[config.mk]
export PLATFORM = sky130hd
export DESIGN_NAME = tpe_timer_top
export DESIGN_NICKNAME = d
export VERILOG_FILES = /design/src/hw/tpe_pkg.sv /design/src/hw/tpe_prescaler.sv /design/src/hw/tpe_event_sampler.sv /design/src/hw/tpe_timer_top.sv
export SDC_FILE = /design/constraint.sdc
export NUM_CORES = 1
export LEC_CHECK = 0
export CELL_PAD_IN_SITES_DETAIL_PLACEMENT = 1
export CELL_PAD_IN_SITES_GLOBAL_PLACEMENT = 2
export CORE_MARGIN = 5
export CORE_UTILIZATION = 41
export CTS_CLUSTER_SIZE = 10
export DETAILED_ROUTE_END_ITERATION = 6
export DONT_BUFFER_PORTS = 1
export PLACE_DENSITY = 0.84
export SYNTH_ARGS = -nofsm -noshare
export SYNTH_HDL_FRONTEND = slang
export SYNTH_SLANG_ARGS = --single-unit
[constraint.sdc]
create_clock -name aclk -period 5.3 [get_ports aclk]
set_clock_uncertainty 0.2 [all_clocks]
set_input_delay 0.265 -clock aclk [delete_from_list [all_inputs] [get_ports aclk]]
set_output_delay 0.265 -clock aclk [all_outputs]
set_load 0.01 [all_outputs]
[src/hw/tpe_pkg.sv]
// Purpose: shared constants and types of the timer prescale and event count block
// Assumes: byte addresses on an 8-bit AXI4-Lite address, one word per register
// Notes: mode codes follow the two-bit mode field of the timer mode register
package tpe_pkg;
  // register byte addresses
  localparam logic [7:0] ADDR_SYS_CFG = 8'h00;
  localparam logic [7:0] ADDR_TMR_MODE = 8'h04;
  localparam logic [7:0] ADDR_TMR_CTRL = 8'h08;
  localparam logic [7:0] ADDR_STATUS = 8'h0c;
  localparam logic [7:0] ADDR_COUNT0 = 8'h10;
  localparam logic [7:0] ADDR_RELOAD0 = 8'h1c;
  localparam logic [7:0] ADDR_LAST = 8'h24;
  localparam logic [7:0] ADDR_STRIDE = 8'h04;
  // values after reset
  localparam logic [3:0] SYS_CFG_RESET = 4'h0;
  localparam logic [7:0] TMR_MODE_RESET = 8'h00;
  localparam logic [7:0] TMR_CTRL_RESET = 8'h00;
  localparam logic [15:0] COUNT_RESET = 16'h0000;
  // prescale selection codes, 2'h3 reserved
  localparam logic [1:0] PSC_DIV4 = 2'h0;
  localparam logic [1:0] PSC_DIV16 = 2'h1;
  localparam logic [1:0] PSC_DIV64 = 2'h2;
  localparam int unsigned DIV4 = 4;
  localparam int unsigned DIV16 = 16;
  localparam int unsigned DIV64 = 64;
  localparam logic [5:0] TERM_DIV4 = 6'(DIV4 - 1);
  localparam logic [5:0] TERM_DIV16 = 6'(DIV16 - 1);
  localparam logic [5:0] TERM_DIV64 = 6'(DIV64 - 1);
  // count pins are sampled once every this many oscillator cycles
  localparam int unsigned SAMPLE_CYCLES = 2;
  // timer operating modes
  localparam logic [1:0] MODE_RELOAD16 = 2'h0;
  localparam logic [1:0] MODE_FREE16 = 2'h1;
  localparam logic [1:0] MODE_RELOAD8 = 2'h2;
  // bus answers
  localparam logic [1:0] RESP_OKAY = 2'h0;
  localparam logic [1:0] RESP_SLVERR = 2'h2;
  // per-timer mode nibble
  typedef struct packed {
    logic gate;
    logic count_mode;
    logic [1:0] mode;
  } tpe_mode_type;
  // timer control byte
  typedef struct packed {
    logic [2:0] wave_en;
    logic count_down;
    logic count_mode2;
    logic [2:0] run;
  } tpe_ctrl_type;
  // system configuration nibble
  typedef struct packed {
    logic [1:0] prescale;
    logic compat;
    logic page_zero;
  } tpe_cfg_type;
endpackage : tpe_pkg

[src/hw/tpe_prescaler.sv]
// Purpose: divides the oscillator into the shared timer base tick
// Assumes: aclk is the oscillator
// Notes: the tick is a one-cycle pulse from a flip-flop
`timescale 1ns/1ps
module tpe_prescaler
  import tpe_pkg::*;
#(
  parameter int unsigned DIV_W = 6
) (
  input wire logic aclk,
  input wire logic aresetn,
  input wire logic [1:0] prescale_select,
  output logic timer_base_clock
);
  logic [DIV_W-1:0] div_count;
  logic [DIV_W-1:0] term;

  // refuse a divider too narrow for the largest ratio
  if ((2 ** DIV_W) < DIV64) begin : g_bad_width
    $error("prescaler divider too narrow");
  end

  // terminal count per selection, reserved code behaves as the largest ratio
  always_comb begin
    case (prescale_select)
      PSC_DIV4: term = DIV_W'(TERM_DIV4); // see RULE15
      PSC_DIV16: term = DIV_W'(TERM_DIV16); // see RULE15
      default: term = DIV_W'(TERM_DIV64); // see RULE15
    endcase
  end

  // free running divide counter
  always_ff @(posedge aclk) begin
    if (!aresetn) begin
      div_count <= '0;
    end else if (div_count >= term) begin
      div_count <= '0; // see RULE5
    end else begin
      div_count <= div_count + DIV_W'(1);
    end
  end

  // one tick per division period
  always_ff @(posedge aclk) begin
    if (!aresetn) begin
      timer_base_clock <= 1'b0;
    end else begin
      timer_base_clock <= (div_count >= term); // see RULE5
    end
  end
endmodule : tpe_prescaler

[src/hw/tpe_event_sampler.sv]
// Purpose: finds falling edges on external count pins
// Assumes: pins are asynchronous to aclk
// Notes: pins are sampled every second cycle after a two-flop synchroniser
`timescale 1ns/1ps
module tpe_event_sampler
  import tpe_pkg::*;
#(
  parameter int unsigned N_PIN = 3
) (
  input wire logic aclk,
  input wire logic aresetn,
  input wire logic [N_PIN-1:0] count_input_pin,
  output logic [N_PIN-1:0] fall
);
  logic phase;

  // refuse shapes the sampler cannot serve
  if (N_PIN < 1 || SAMPLE_CYCLES != 2) begin : g_bad_shape
    $error("event sampler shape not supported");
  end

  // sample strobe every two cycles
  always_ff @(posedge aclk) begin
    if (!aresetn) begin
      phase <= 1'b0;
    end else begin
      phase <= ~phase; // see RULE9
    end
  end

  for (genvar gi = 0; gi < N_PIN; gi++) begin : g_pin
    logic meta;
    logic sync;
    logic sample;
    // two-flop synchroniser
    always_ff @(posedge aclk) begin
      if (!aresetn) begin
        meta <= 1'b0;
        sync <= 1'b0;
      end else begin
        meta <= count_input_pin[gi];
        sync <= meta;
      end
    end
    // each level must last two cycles to be seen by this sample, see RULE10
    always_ff @(posedge aclk) begin
      if (!aresetn) begin
        sample <= 1'b0;
        fall[gi] <= 1'b0;
      end else if (phase) begin
        sample <= sync; // see RULE9
        fall[gi] <= sample && !sync; // see RULE8
      end else begin
        fall[gi] <= 1'b0;
      end
    end
  end
endmodule : tpe_event_sampler

[src/hw/tpe_timer_top.sv]
// Purpose: three 16-bit timer/counters with a shared prescaled base and AXI4-Lite registers
// Assumes: aclk is the oscillator, count and gate pins are asynchronous
// Notes: timer 2 has no gate pin and counts up or down
// Summary of operation
// RULE1: timers 0, 1 and up/down timer 2
// RULE2: each timer selects timer or event counting
// RULE3: counts advance by one per qualifying tick
// RULE4: count reads never disturb counting
// RULE5: base clock is osc over 4, 16, 64
// RULE6: one base tick for all timers, watchdog
// RULE7: central base tick feeds every timer use
// RULE8: event mode counts falling count pin edges
// RULE9: count pins sampled every two cycles
// RULE10: source holds each level two cycles
// RULE11: overflow flags, toggle outputs, interval measurement
// RULE12: timers 0, 1 have four modes each; the code has three, code 3 counts as MODE_FREE16
// RULE13: select clear uses base, set uses pin
// RULE14: gate enable requires gate pin high too
// RULE15: prescale codes 00, 01, 10; 11 reserved
//
// The implementer's own choices: the AXI4-Lite interface to the registers and the placing of the registers.
`timescale 1ns/1ps
module tpe_timer_top
  import tpe_pkg::*;
(
  input wire logic aclk,
  input wire logic aresetn,
  input wire logic [7:0] s_axi_awaddr,
  input wire logic s_axi_awvalid,
  output logic s_axi_awready,
  input wire logic [31:0] s_axi_wdata,
  input wire logic [3:0] s_axi_wstrb,
  input wire logic s_axi_wvalid,
  output logic s_axi_wready,
  output logic [1:0] s_axi_bresp,
  output logic s_axi_bvalid,
  input wire logic s_axi_bready,
  input wire logic [7:0] s_axi_araddr,
  input wire logic s_axi_arvalid,
  output logic s_axi_arready,
  output logic [31:0] s_axi_rdata,
  output logic [1:0] s_axi_rresp,
  output logic s_axi_rvalid,
  input wire logic s_axi_rready,
  input wire logic [2:0] count_input_pin,
  input wire logic [1:0] external_interrupt_pin,
  output logic timer_base_clock,
  output logic [2:0] timer_irq,
  output logic [2:0] timer_wave_out
);
  logic [7:0] aw_addr;
  logic aw_held;
  logic [31:0] w_data;
  logic [3:0] w_strb;
  logic w_held;
  logic wr_en;
  logic [7:0] wr_addr;
  logic [7:0] rd_addr;
  logic [31:0] next_rdata;
  tpe_cfg_type system_config_reg;
  tpe_mode_type [1:0] timer_mode_reg;
  tpe_ctrl_type timer_control_reg;
  logic [1:0] gate_meta;
  logic [1:0] gate_sync;
  logic [2:0] fall;

  // word address decode
  function automatic logic is_mapped(input logic [7:0] a);
    return (a[1:0] == 2'h0) && (a <= ADDR_LAST);
  endfunction : is_mapped

  // shared base tick, also the watchdog tick
  tpe_prescaler #(
    .DIV_W(6)
  ) u_prescaler (
    .aclk(aclk),
    .aresetn(aresetn),
    .prescale_select(system_config_reg.prescale),
    .timer_base_clock(timer_base_clock) // see RULE7
  );

  // falling edge finder for the count pins
  tpe_event_sampler #(
    .N_PIN(3)
  ) u_sampler (
    .aclk(aclk),
    .aresetn(aresetn),
    .count_input_pin(count_input_pin),
    .fall(fall)
  );

  // write address and data taken in either order
  assign s_axi_awready = !aw_held;
  assign s_axi_wready = !w_held;
  assign wr_en = aw_held && w_held && !s_axi_bvalid;
  assign wr_addr = aw_addr;

  // write address holding
  always_ff @(posedge aclk) begin
    if (!aresetn) begin
      aw_held <= 1'b0;
      aw_addr <= 8'h00;
    end else if (s_axi_awvalid && s_axi_awready) begin
      aw_held <= 1'b1;
      aw_addr <= s_axi_awaddr;
    end else if (wr_en) begin
      aw_held <= 1'b0;
    end
  end

  // write data holding
  always_ff @(posedge aclk) begin
    if (!aresetn) begin
      w_held <= 1'b0;
      w_data <= 32'h0000_0000;
      w_strb <= 4'h0;
    end else if (s_axi_wvalid && s_axi_wready) begin
      w_held <= 1'b1;
      w_data <= s_axi_wdata;
      w_strb <= s_axi_wstrb;
    end else if (wr_en) begin
      w_held <= 1'b0;
    end
  end

  // write response, unmapped answers slverr
  always_ff @(posedge aclk) begin
    if (!aresetn) begin
      s_axi_bvalid <= 1'b0;
      s_axi_bresp <= RESP_OKAY;
    end else if (wr_en) begin
      s_axi_bvalid <= 1'b1;
      s_axi_bresp <= is_mapped(wr_addr) ? RESP_OKAY : RESP_SLVERR;
    end else if (s_axi_bready) begin
      s_axi_bvalid <= 1'b0;
    end
  end

  // configuration registers, byte lane 0
  always_ff @(posedge aclk) begin
    if (!aresetn) begin
      system_config_reg <= SYS_CFG_RESET;
      timer_mode_reg <= TMR_MODE_RESET;
      timer_control_reg <= TMR_CTRL_RESET;
    end else if (wr_en && w_strb[0]) begin
      if (wr_addr == ADDR_SYS_CFG) begin
        system_config_reg <= w_data[3:0]; // see RULE5
      end
      if (wr_addr == ADDR_TMR_MODE) begin
        timer_mode_reg <= w_data[7:0]; // see RULE12
      end
      if (wr_addr == ADDR_TMR_CTRL) begin
        timer_control_reg <= w_data[7:0]; // see RULE2
      end
    end
  end

  // gate pin synchroniser
  always_ff @(posedge aclk) begin
    if (!aresetn) begin
      gate_meta <= 2'h0;
      gate_sync <= 2'h0;
    end else begin
      gate_meta <= external_interrupt_pin;
      gate_sync <= gate_meta;
    end
  end

  for (genvar gi = 0; gi < 3; gi++) begin : g_tmr
    localparam logic [7:0] CNT_ADDR = ADDR_COUNT0 + 8'(gi * 4);
    localparam logic [7:0] RLD_ADDR = ADDR_RELOAD0 + 8'(gi * 4);
    tpe_mode_type cfg;
    logic gate_ok;
    logic tick;
    logic step;
    logic down;
    logic ovf;
    logic [15:0] count;
    logic [15:0] reload;
    logic [15:0] next_count;
    logic flag;
    logic wave;

    // per-timer mode, timer 2 has no gate and runs in 16-bit reload mode
    if (gi < 2) begin : g_gate
      assign cfg = timer_mode_reg[gi];
      assign gate_ok = !cfg.gate || gate_sync[gi]; // see RULE14
      assign down = 1'b0;
    end else begin : g_updown
      assign cfg = '{gate: 1'b0, count_mode: timer_control_reg.count_mode2,
                     mode: MODE_RELOAD16};
      assign gate_ok = 1'b1;
      assign down = timer_control_reg.count_down; // see RULE1
    end

    // tick source and enable
    assign tick = cfg.count_mode ? fall[gi] : timer_base_clock; // see RULE13
    assign step = tick && timer_control_reg.run[gi] && gate_ok; // see RULE6

    // next count and overflow per mode
    always_comb begin
      next_count = count + 16'h0001; // see RULE3
      ovf = 1'b0;
      if (down) begin
        ovf = (count == 16'h0000); // see RULE1
        next_count = ovf ? reload : count - 16'h0001;
      end else begin
        case (cfg.mode)
          MODE_RELOAD16: begin
            ovf = (count == 16'hffff); // see RULE12
            if (ovf) begin
              next_count = reload;
            end
          end
          MODE_RELOAD8: begin
            ovf = (count[7:0] == 8'hff); // see RULE12
            next_count = {count[15:8], ovf ? reload[7:0] : count[7:0] + 8'h01};
          end
          default: begin
            ovf = (count == 16'hffff); // see RULE12
          end
        endcase
      end
    end

    // count register, software write wins over a tick
    always_ff @(posedge aclk) begin
      if (!aresetn) begin
        count <= COUNT_RESET;
      end else if (wr_en && wr_addr == CNT_ADDR) begin
        if (w_strb[0]) begin
          count[7:0] <= w_data[7:0];
        end
        if (w_strb[1]) begin
          count[15:8] <= w_data[15:8];
        end
      end else if (step) begin
        count <= next_count; // see RULE3
      end
    end

    // reload register
    always_ff @(posedge aclk) begin
      if (!aresetn) begin
        reload <= COUNT_RESET;
      end else if (wr_en && wr_addr == RLD_ADDR) begin
        if (w_strb[0]) begin
          reload[7:0] <= w_data[7:0];
        end
        if (w_strb[1]) begin
          reload[15:8] <= w_data[15:8];
        end
      end
    end

    // sticky overflow flag, write one clears, set wins
    always_ff @(posedge aclk) begin
      if (!aresetn) begin
        flag <= 1'b0;
      end else if (step && ovf) begin
        flag <= 1'b1; // see RULE11
      end else if (wr_en && wr_addr == ADDR_STATUS && w_strb[0] && w_data[gi]) begin
        flag <= 1'b0;
      end
    end

    // toggle output on overflow
    always_ff @(posedge aclk) begin
      if (!aresetn) begin
        wave <= 1'b0;
      end else if (step && ovf && timer_control_reg.wave_en[gi]) begin
        wave <= ~wave; // see RULE11
      end
    end
  end

  assign timer_irq = {g_tmr[2].flag, g_tmr[1].flag, g_tmr[0].flag};
  assign timer_wave_out = {g_tmr[2].wave, g_tmr[1].wave, g_tmr[0].wave};

  // read mux, reads only look at state
  assign rd_addr = s_axi_araddr;
  always_comb begin
    next_rdata = 32'h0000_0000;
    case (rd_addr)
      ADDR_SYS_CFG: next_rdata[3:0] = system_config_reg;
      ADDR_TMR_MODE: next_rdata[7:0] = timer_mode_reg;
      ADDR_TMR_CTRL: next_rdata[7:0] = timer_control_reg;
      ADDR_STATUS: next_rdata[2:0] = timer_irq;
      ADDR_COUNT0: next_rdata[15:0] = g_tmr[0].count; // see RULE4
      ADDR_COUNT0 + ADDR_STRIDE: next_rdata[15:0] = g_tmr[1].count;
      ADDR_RELOAD0 - ADDR_STRIDE: next_rdata[15:0] = g_tmr[2].count;
      ADDR_RELOAD0: next_rdata[15:0] = g_tmr[0].reload;
      ADDR_RELOAD0 + ADDR_STRIDE: next_rdata[15:0] = g_tmr[1].reload;
      ADDR_LAST: next_rdata[15:0] = g_tmr[2].reload;
      default: next_rdata = 32'h0000_0000;
    endcase
  end

  // read channel, one read at a time
  assign s_axi_arready = !s_axi_rvalid;
  always_ff @(posedge aclk) begin
    if (!aresetn) begin
      s_axi_rvalid <= 1'b0;
      s_axi_rdata <= 32'h0000_0000;
      s_axi_rresp <= RESP_OKAY;
    end else if (s_axi_arvalid && s_axi_arready) begin
      s_axi_rvalid <= 1'b1;
      s_axi_rdata <= next_rdata;
      s_axi_rresp <= is_mapped(rd_addr) ? RESP_OKAY : RESP_SLVERR;
    end else if (s_axi_rready) begin
      s_axi_rvalid <= 1'b0;
    end
  end
endmodule : tpe_timer_top

==> results of run 1 <==
## metal layers
layer / part of all wire [%] / GRT usage [%] / routed length [um] / up-vias
li1: - / - / - / 4799
met1: 46 / 37.98 / 18290 / 5097
met2: 46 / 43.62 / 18610 / 342
met3: 6.3 / 4.184 / 2517 / 50
met4: 1.9 / 7.211 / 758 / 0
met5: 0 / 0 / 0 / -
## layout make-up
cell class	count	area, um2	share of cell area, %
clock buffer	18	429.2	3.602
clock inverter	14	163.9	1.376
inverter	22	85.08	0.7141
multi-input combinational	1022	6301	52.88
sequential	194	3884	32.59
tap	335	419.2	3.518
timing repair buffer	64	633.1	5.313
## what timing repair did
| item | CTS | global route |
|---|---|---|
| gates resized for setup | 0 | 0 |
| hold buffers | 54 | 0 |
| endpoints found under the hold margin | 95 | 0 |
## critical path, stage by stage (launching register included)
cell and delay [ns]:
dfxtp_1 0.40, nor4_2 0.92, and3_1 0.76, nor2_1 0.40, a21oi_1 0.76, a311o_1 0.21, a21oi_1 0.07
## layout by cell type (no fill, tap or decap), drive strengths merged, types with 6 or more instances in the layout
master	Yosys	layout
mux2i	80	80
and2	19	19
xnor2	22	22
clkbuf	72	18
o32ai	6	6
nor3b	7	7
o22ai	7	7
a221oi	25	25
nor4	21	21
xor2	19	19
dfxtp	194	194
ha	10	10
o21ai	67	67
a22oi	10	10
nand2b	7	7
buf	53	11
a31oi	25	25
o221ai	17	17
clkinv	0	6
conb	1	18
nor2	117	117
and4	8	8
inv	22	29
a21o	11	11
mux2	9	9
o31ai	6	6
nor4b	6	6
nand3	75	75
nor3	14	14
or4	6	6
nand2	189	189
a211oi	8	8
nand4	16	16
a32o	6	6
and3	15	15
nor2b	11	11
a21oi	104	104
dlygate4sd3	0	53
## worst paths after layout
path	slack, ns	start	end	cells after the start
setup / recovery	1.43	aw_addr[0]$_SDFFE_PN0P_	g_tmr[0].count[2]$_SDFFE_PN0P_	6
hold / removal	0.04	s_axi_araddr[3]	s_axi_rdata[4]$_SDFFE_PN0P_	3
setup reg to reg	1.43	aw_addr[0]$_SDFFE_PN0P_	g_tmr[0].count[2]$_SDFFE_PN0P_	6
hold reg to reg	0.23	u_sampler.g_pin[0].sync$_SDFF_PN0_	u_sampler.fall[0]$_SDFF_PN0_	1
## cell families after synthesis
logic type	count (synthesis)	synth area share, %
multiplexers	93	9.212
AND/OR/NAND/NOR	521	23.11
flip-flops	194	36.06
AO/OA/AOI/OAI	339	20.81
other	1	0.03482
adder cells (fa/ha/maj)	10	1.162
buffers and inverters	147	6.285
XOR/XNOR	41	3.334
## per-stage QoR
stage / total power (W) / util [%] / hold slack (ns)
floorplan: 0.001695 / - / 0.1640
global route: 0.003205 / 45.85 / 0.02069
global placement: 0.001734 / 41.42 / 0.1681
CTS: 0.003119 / 45.85 / 0.01183
finish: 0.003111 / 45.85 / 0.04389
detailed placement: 0.001739 / 41.42 / 0.1711
## power groups by stage
stage,registers [W],logic [W],clock network (W)
after floorplan,0.00155,0.000148,0
after global placement,0.00159,0.000147,0
after detailed placement,0.00159,0.000150,0
after CTS,0.00155,0.000194,0.00137
after global routing,0.00156,0.000216,0.00143
final,0.00156,0.000195,0.00136
==> flow_summary.ini, run 1 <==
[clocking]
clkSlewWorstSetupHoldPaths_ns = 0.08
cts_buffer_depth = 2
cts-root-buf = clkbuf_16
numCtsBuffers = 17
cts_tree = yes
cts_setup_buffers = 0
h-tree-depth = 4
cts_sinks = 194
worst_skew_pair.late_latency_ns = 0.45

[power_and_ir_drop]
switchingPower_w = 0.0008631
seq_power_share_pct = 50.0
p_int_w = 0.002248
ir_drop_mv = 0.1890
combPwrFrac_pct = 6.3
power.share.switching_pct = 27.74
cellPowerDensity_mw_per_mm2 = 261.1
leakage_nw = 4.438
p_clk_share_pct = 43.7

[final_layout]
fin_area_mm2 = 0.01192
area_growth_syn_to_layout_pct = 10.63
instances_no_fill = 1669
fin_nets = 1395
reg_top3 = g_tmr.count x48, g_tmr.reload x48
diodes = 0
fill_cells = 3136
drive_above_1_share_pct = 5.997

[sta]
slew_violations = 0
min_period_ns = 3.872
hold_viol_final = 0
setup_viol = 0
fmax_mhz = 258.2
fin_ws_ns = 1.428
fin_crit_sh_pct = 73.07
tightest_slew_ns = 1.162
rsz0062_at_grt = false
final.setup.tns_ns = 0
slew_headroom_pct = 22.39

[die]
die_w_um = 172.1
rows = 59
start_util_pct = 41.45
io_pins = 112
coreArea_mm2 = 0.02598
die_y_um = 172.1
die_area_mm2 = 0.02961

[synthesis]
ys_seq_area_share_pct = 36.06
ys_ff_latch = 194
synth.yosys.warnings = 0
synth_common_cells = dfxtp_1, nand2_1, nor2_1
ys_async_sr_fraction_pct = 0
synth_edf_count = 0
synth_cell_type_count = 76
netlist_area_mm2 = 0.01077
synth_top_area_share_pct = 36.06
synth_ff_type = dfxtp_1
avgSynthCellArea_um2 = 8.002
synth_area_leaders = dfxtp_1, mux2i_1, nand2_1, a21oi_1, nor2_1
synth_top_area_cell = dfxtp_1
syn_inst = 1346
synth.most_common_cell = dfxtp_1

[drt]
routed_wirelength_um = 40180
routed_via_density = 6.164
num_vias = 10290
wl_per_cell_um = 24.08
drtIter0Drc = 964
drt_pre_antenna_iters = 5
drtAntennaViolNets = 0
post-route-drc-count = 0

[critical_path]
crit_type = flip-flop to flip-flop
startpoint_type = flip-flop
crit_path_end_kind = flip-flop
cp.required_ns = 5.38
cp.arrival_ns = 3.96
critPathMaxFanout = 17

[worst_hold_path]
hold_class = input pin to flip-flop

[place]
placed_cell_area_mm2 = 0.01076
gp_congestion = 0.9199
post-place-ws_ns = 1.504
dp_hpwl_um = 27790
portBuffers = 0
dp_cells = 1583

[global_route]
grt_usage_pct = 27.07
grt_max_degree = 84
antenna_found_initial = 0
grt_pass1_vias = 10320
grt.overflow.total = 0
grt_pass1_wl_um = 61890

[run_status]
status = completed

[run]
drv_cap = 0
Note: power is estimated with default switching activity, not from simulation.
==> run 2, diff against run 1 <==
--- a/config.mk
+++ b/config.mk
@@ -5,14 +5,15 @@
 export SDC_FILE = /design/constraint.sdc
 export NUM_CORES = 1
 export LEC_CHECK = 0
+export ABC_AREA = 1
 export CELL_PAD_IN_SITES_DETAIL_PLACEMENT = 1
 export CELL_PAD_IN_SITES_GLOBAL_PLACEMENT = 2
 export CORE_MARGIN = 5
-export CORE_UTILIZATION = 41
+export CORE_UTILIZATION = 35
 export CTS_CLUSTER_SIZE = 10
 export DETAILED_ROUTE_END_ITERATION = 6
 export DONT_BUFFER_PORTS = 1
-export PLACE_DENSITY = 0.84
+export PLACE_DENSITY = 0.79
 export SYNTH_ARGS = -nofsm -noshare
 export SYNTH_HDL_FRONTEND = slang
 export SYNTH_SLANG_ARGS = --single-unit
==> constraint.sdc (replaced) <==
create_clock -name aclk -period 3.7 [get_ports aclk]
set_clock_uncertainty 0.2 [all_clocks]
set_input_delay 0.185 -clock aclk [delete_from_list [all_inputs] [get_ports aclk]]
set_output_delay 0.185 -clock aclk [all_outputs]
set_load 0.01 [all_outputs]
==> run 2 against run 1 <==
  * Synthesized cell count increased by 30%
  * Global-route usage decreased by 2.4 points
  * Non-clock buffer count grew 3
  * Design area rose by 4.3%
  * Setup slack worse by 0.59 ns
  * Sequential cell count stayed put
  * Via count increased by 14%
  * Die area increased by 19%
  * Clock power is 43% higher
==> flow_summary.ini, run 2 <==
[run_status]
status = completed

[sta]
fin_ws_ns = 0.8424
fin_crit_sh_pct = 77.23
fmax_mhz = 349.9
tightest_slew_ns = 1.091
hold_viol_final = 0
final.setup.tns_ns = 0
slew_headroom_pct = 26.88
rsz0062_at_grt = false
slew_violations = 0
setup_viol = 0
min_period_ns = 2.858

[synthesis]
ys_ff_latch = 194
synth_edf_count = 0
synth.yosys.warnings = 0
synth_common_cells = nand2_1, o21ai_0, inv_1
synth_top_area_share_pct = 35.04
synth_cell_type_count = 43
synth_top_area_cell = dfxtp_1
netlist_area_mm2 = 0.01108
avgSynthCellArea_um2 = 6.348
ys_async_sr_fraction_pct = 0
synth_area_leaders = dfxtp_1, nand2_1, o21ai_0, a21oi_1, inv_1
synth.most_common_cell = nand2_1
ys_seq_area_share_pct = 35.04
synth_ff_type = dfxtp_1
syn_inst = 1746

[clocking]
cts_sinks = 194
worst_skew_pair.late_latency_ns = 0.46
cts_setup_buffers = 0
cts_buffer_depth = 2
cts_tree = yes
cts-root-buf = clkbuf_16
clkSlewWorstSetupHoldPaths_ns = 0.08
numCtsBuffers = 17
h-tree-depth = 4

[final_layout]
fin_nets = 1831
reg_top3 = g_tmr.count x48, g_tmr.reload x48
drive_above_1_share_pct = 4.463
area_growth_syn_to_layout_pct = 12.11
mostFrequentLayoutCell = nand2_1
fin_area_mm2 = 0.01243
diodes = 0
mostFrequentLayoutCells = nand2_1, o21ai_0, inv_1, dfxtp_1, a21oi_1
fill_cells = 4135

[power_and_ir_drop]
ir_drop_mv = 0.3477
cellPowerDensity_mw_per_mm2 = 358.1
total_power_w = 0.004450
leakage_nw = 5.108

[critical_path]
crit_path_top_delay_cell = inv_1
crit_chain = inv_1 > nand2_1 > inv_1 > o21ai_0 > a31oi_1 > dlygate4sd3_1
crit_path_end_kind = flip-flop
cpMostUsedCell = inv_1
slowest_delay_ns = 0.77
cp.required_ns = 3.90
cp.arrival_ns = 3.05
critPathMaxFanout = 26
startpoint_type = flip-flop
worstRegToRegCells = 6
crit_type = flip-flop to flip-flop

[die]
coreArea_mm2 = 0.03139
die_w_um = 188.0
die_y_um = 188.0
start_util_pct = 35.31
rows = 65
die_area_mm2 = 0.03533
io_pins = 112

[place]
dp_hpwl_um = 32900
post-place-ws_ns = 1.114
placed_cell_area_mm2 = 0.01131
portBuffers = 0
gp_congestion = 0.8866

[drt]
routed_via_density = 5.387
routed_wirelength_um = 43890
wl_per_cell_um = 20.20
post-route-drc-count = 0
num_vias = 11700
drtAntennaViolNets = 0
drtIter0Drc = 775
drt_pre_antenna_iters = 5

[global_route]
grt_pass1_wl_um = 68130
grt_max_degree = 132
grt_usage_pct = 24.70
grt.overflow.total = 0
grt_pass1_vias = 11840
antenna_found_initial = 1

[run]
drv_cap = 0

[worst_hold_path]
hold_class = input pin to flip-flop
hold_depth = 3
==> run 2: cell types whose count changed in the layout (fill, tap and decap cells not counted), moves of 23 or more <==
cell and change:
nand2_1 +225, inv_1 +173, o21ai_0 +149, a21oi_1 +89, mux2i_1 -80, nor2_1 +54
nand3_1 +53, a221oi_1 -23
==> run 2: cell type report <==
class,count,area (um2),area share [%]
Multi-Input combinational cell,1279,6050,48.68
Tap cell,402,503.0,4.048
Clock inverter,14,162.7,1.309
Inverter,198,743.2,5.981
Timing Repair Buffer,67,645.6,5.195
Clock buffer,18,439.2,3.534
Sequential cell,194,3884,31.25
==> run 2: critical path, delay by kind of cell, from the launching register on <==
family,cells,cell delay [ns]
AOI/OAI and AO/OA,2,0.40
buffers and inverters,3,1.49
DFF,1,0.35
and+or+nand+nor,1,0.35
==> run 2: worst paths after layout <==
check	from	to	slack, ns
min reg2reg	u_sampler.g_pin[2].meta$_SDFF_PN0_	u_sampler.g_pin[2].sync$_SDFF_PN0_	0.22
min	s_axi_arvalid	s_axi_rdata[7]$_SDFFE_PN0P_	0.08
max	s_axi_rvalid$_SDFFE_PN0P_	s_axi_rresp[1]$_SDFFE_PN0P_	0.84
max reg2reg	s_axi_rvalid$_SDFFE_PN0P_	s_axi_rresp[1]$_SDFFE_PN0P_	0.84
==> run 2: cells by family (layout without fill, tap and decap cells) <==
group	Yosys count	in the layout	synth area share (%)
and+or+nand+nor	778	778	29.64
AOI/OAI and AO/OA	444	444	20.91
buffers and inverters	290	297	10.96
DFF	194	194	35.04
xor gates and xnor gates	29	29	2.291
adders and majority gates	10	10	1.129
other	1	18	0.03383
==> run 2: power by group <==
group	switching (W)	internal, W
Clock	0.000959	0.000984
Combinational	0.000212	0.0000975
Sequential	0.0000596	0.00214
Total	0.00123	0.00322
==> run 2: timing repair <==
action,in CTS,in global routing
resized for setup,0,0
endpoints found under the hold margin,145,0
hold buffers,50,0
==> run 2: per-layer routing <==
metal  global-route usage (%)  up-vias  wire length, um
met5                    1.648        -               76
met4                    7.171        2             1110
met3                    4.430       52             1918
met2                    40.69      251            20620
met1                    33.07     5709            20150
li1                         -     5687                -
==> run 2: metrics by stage <==
stage	hold WS, ns	instances	utilization [%]
after floorplan	0.08263	1763	-
after global placement	0.08550	2090	36.02
after detailed placement	0.08931	2090	36.02
after CTS	0.05754	2172	39.59
after global routing	0.07168	2172	39.59
final	0.08433	2172	39.59
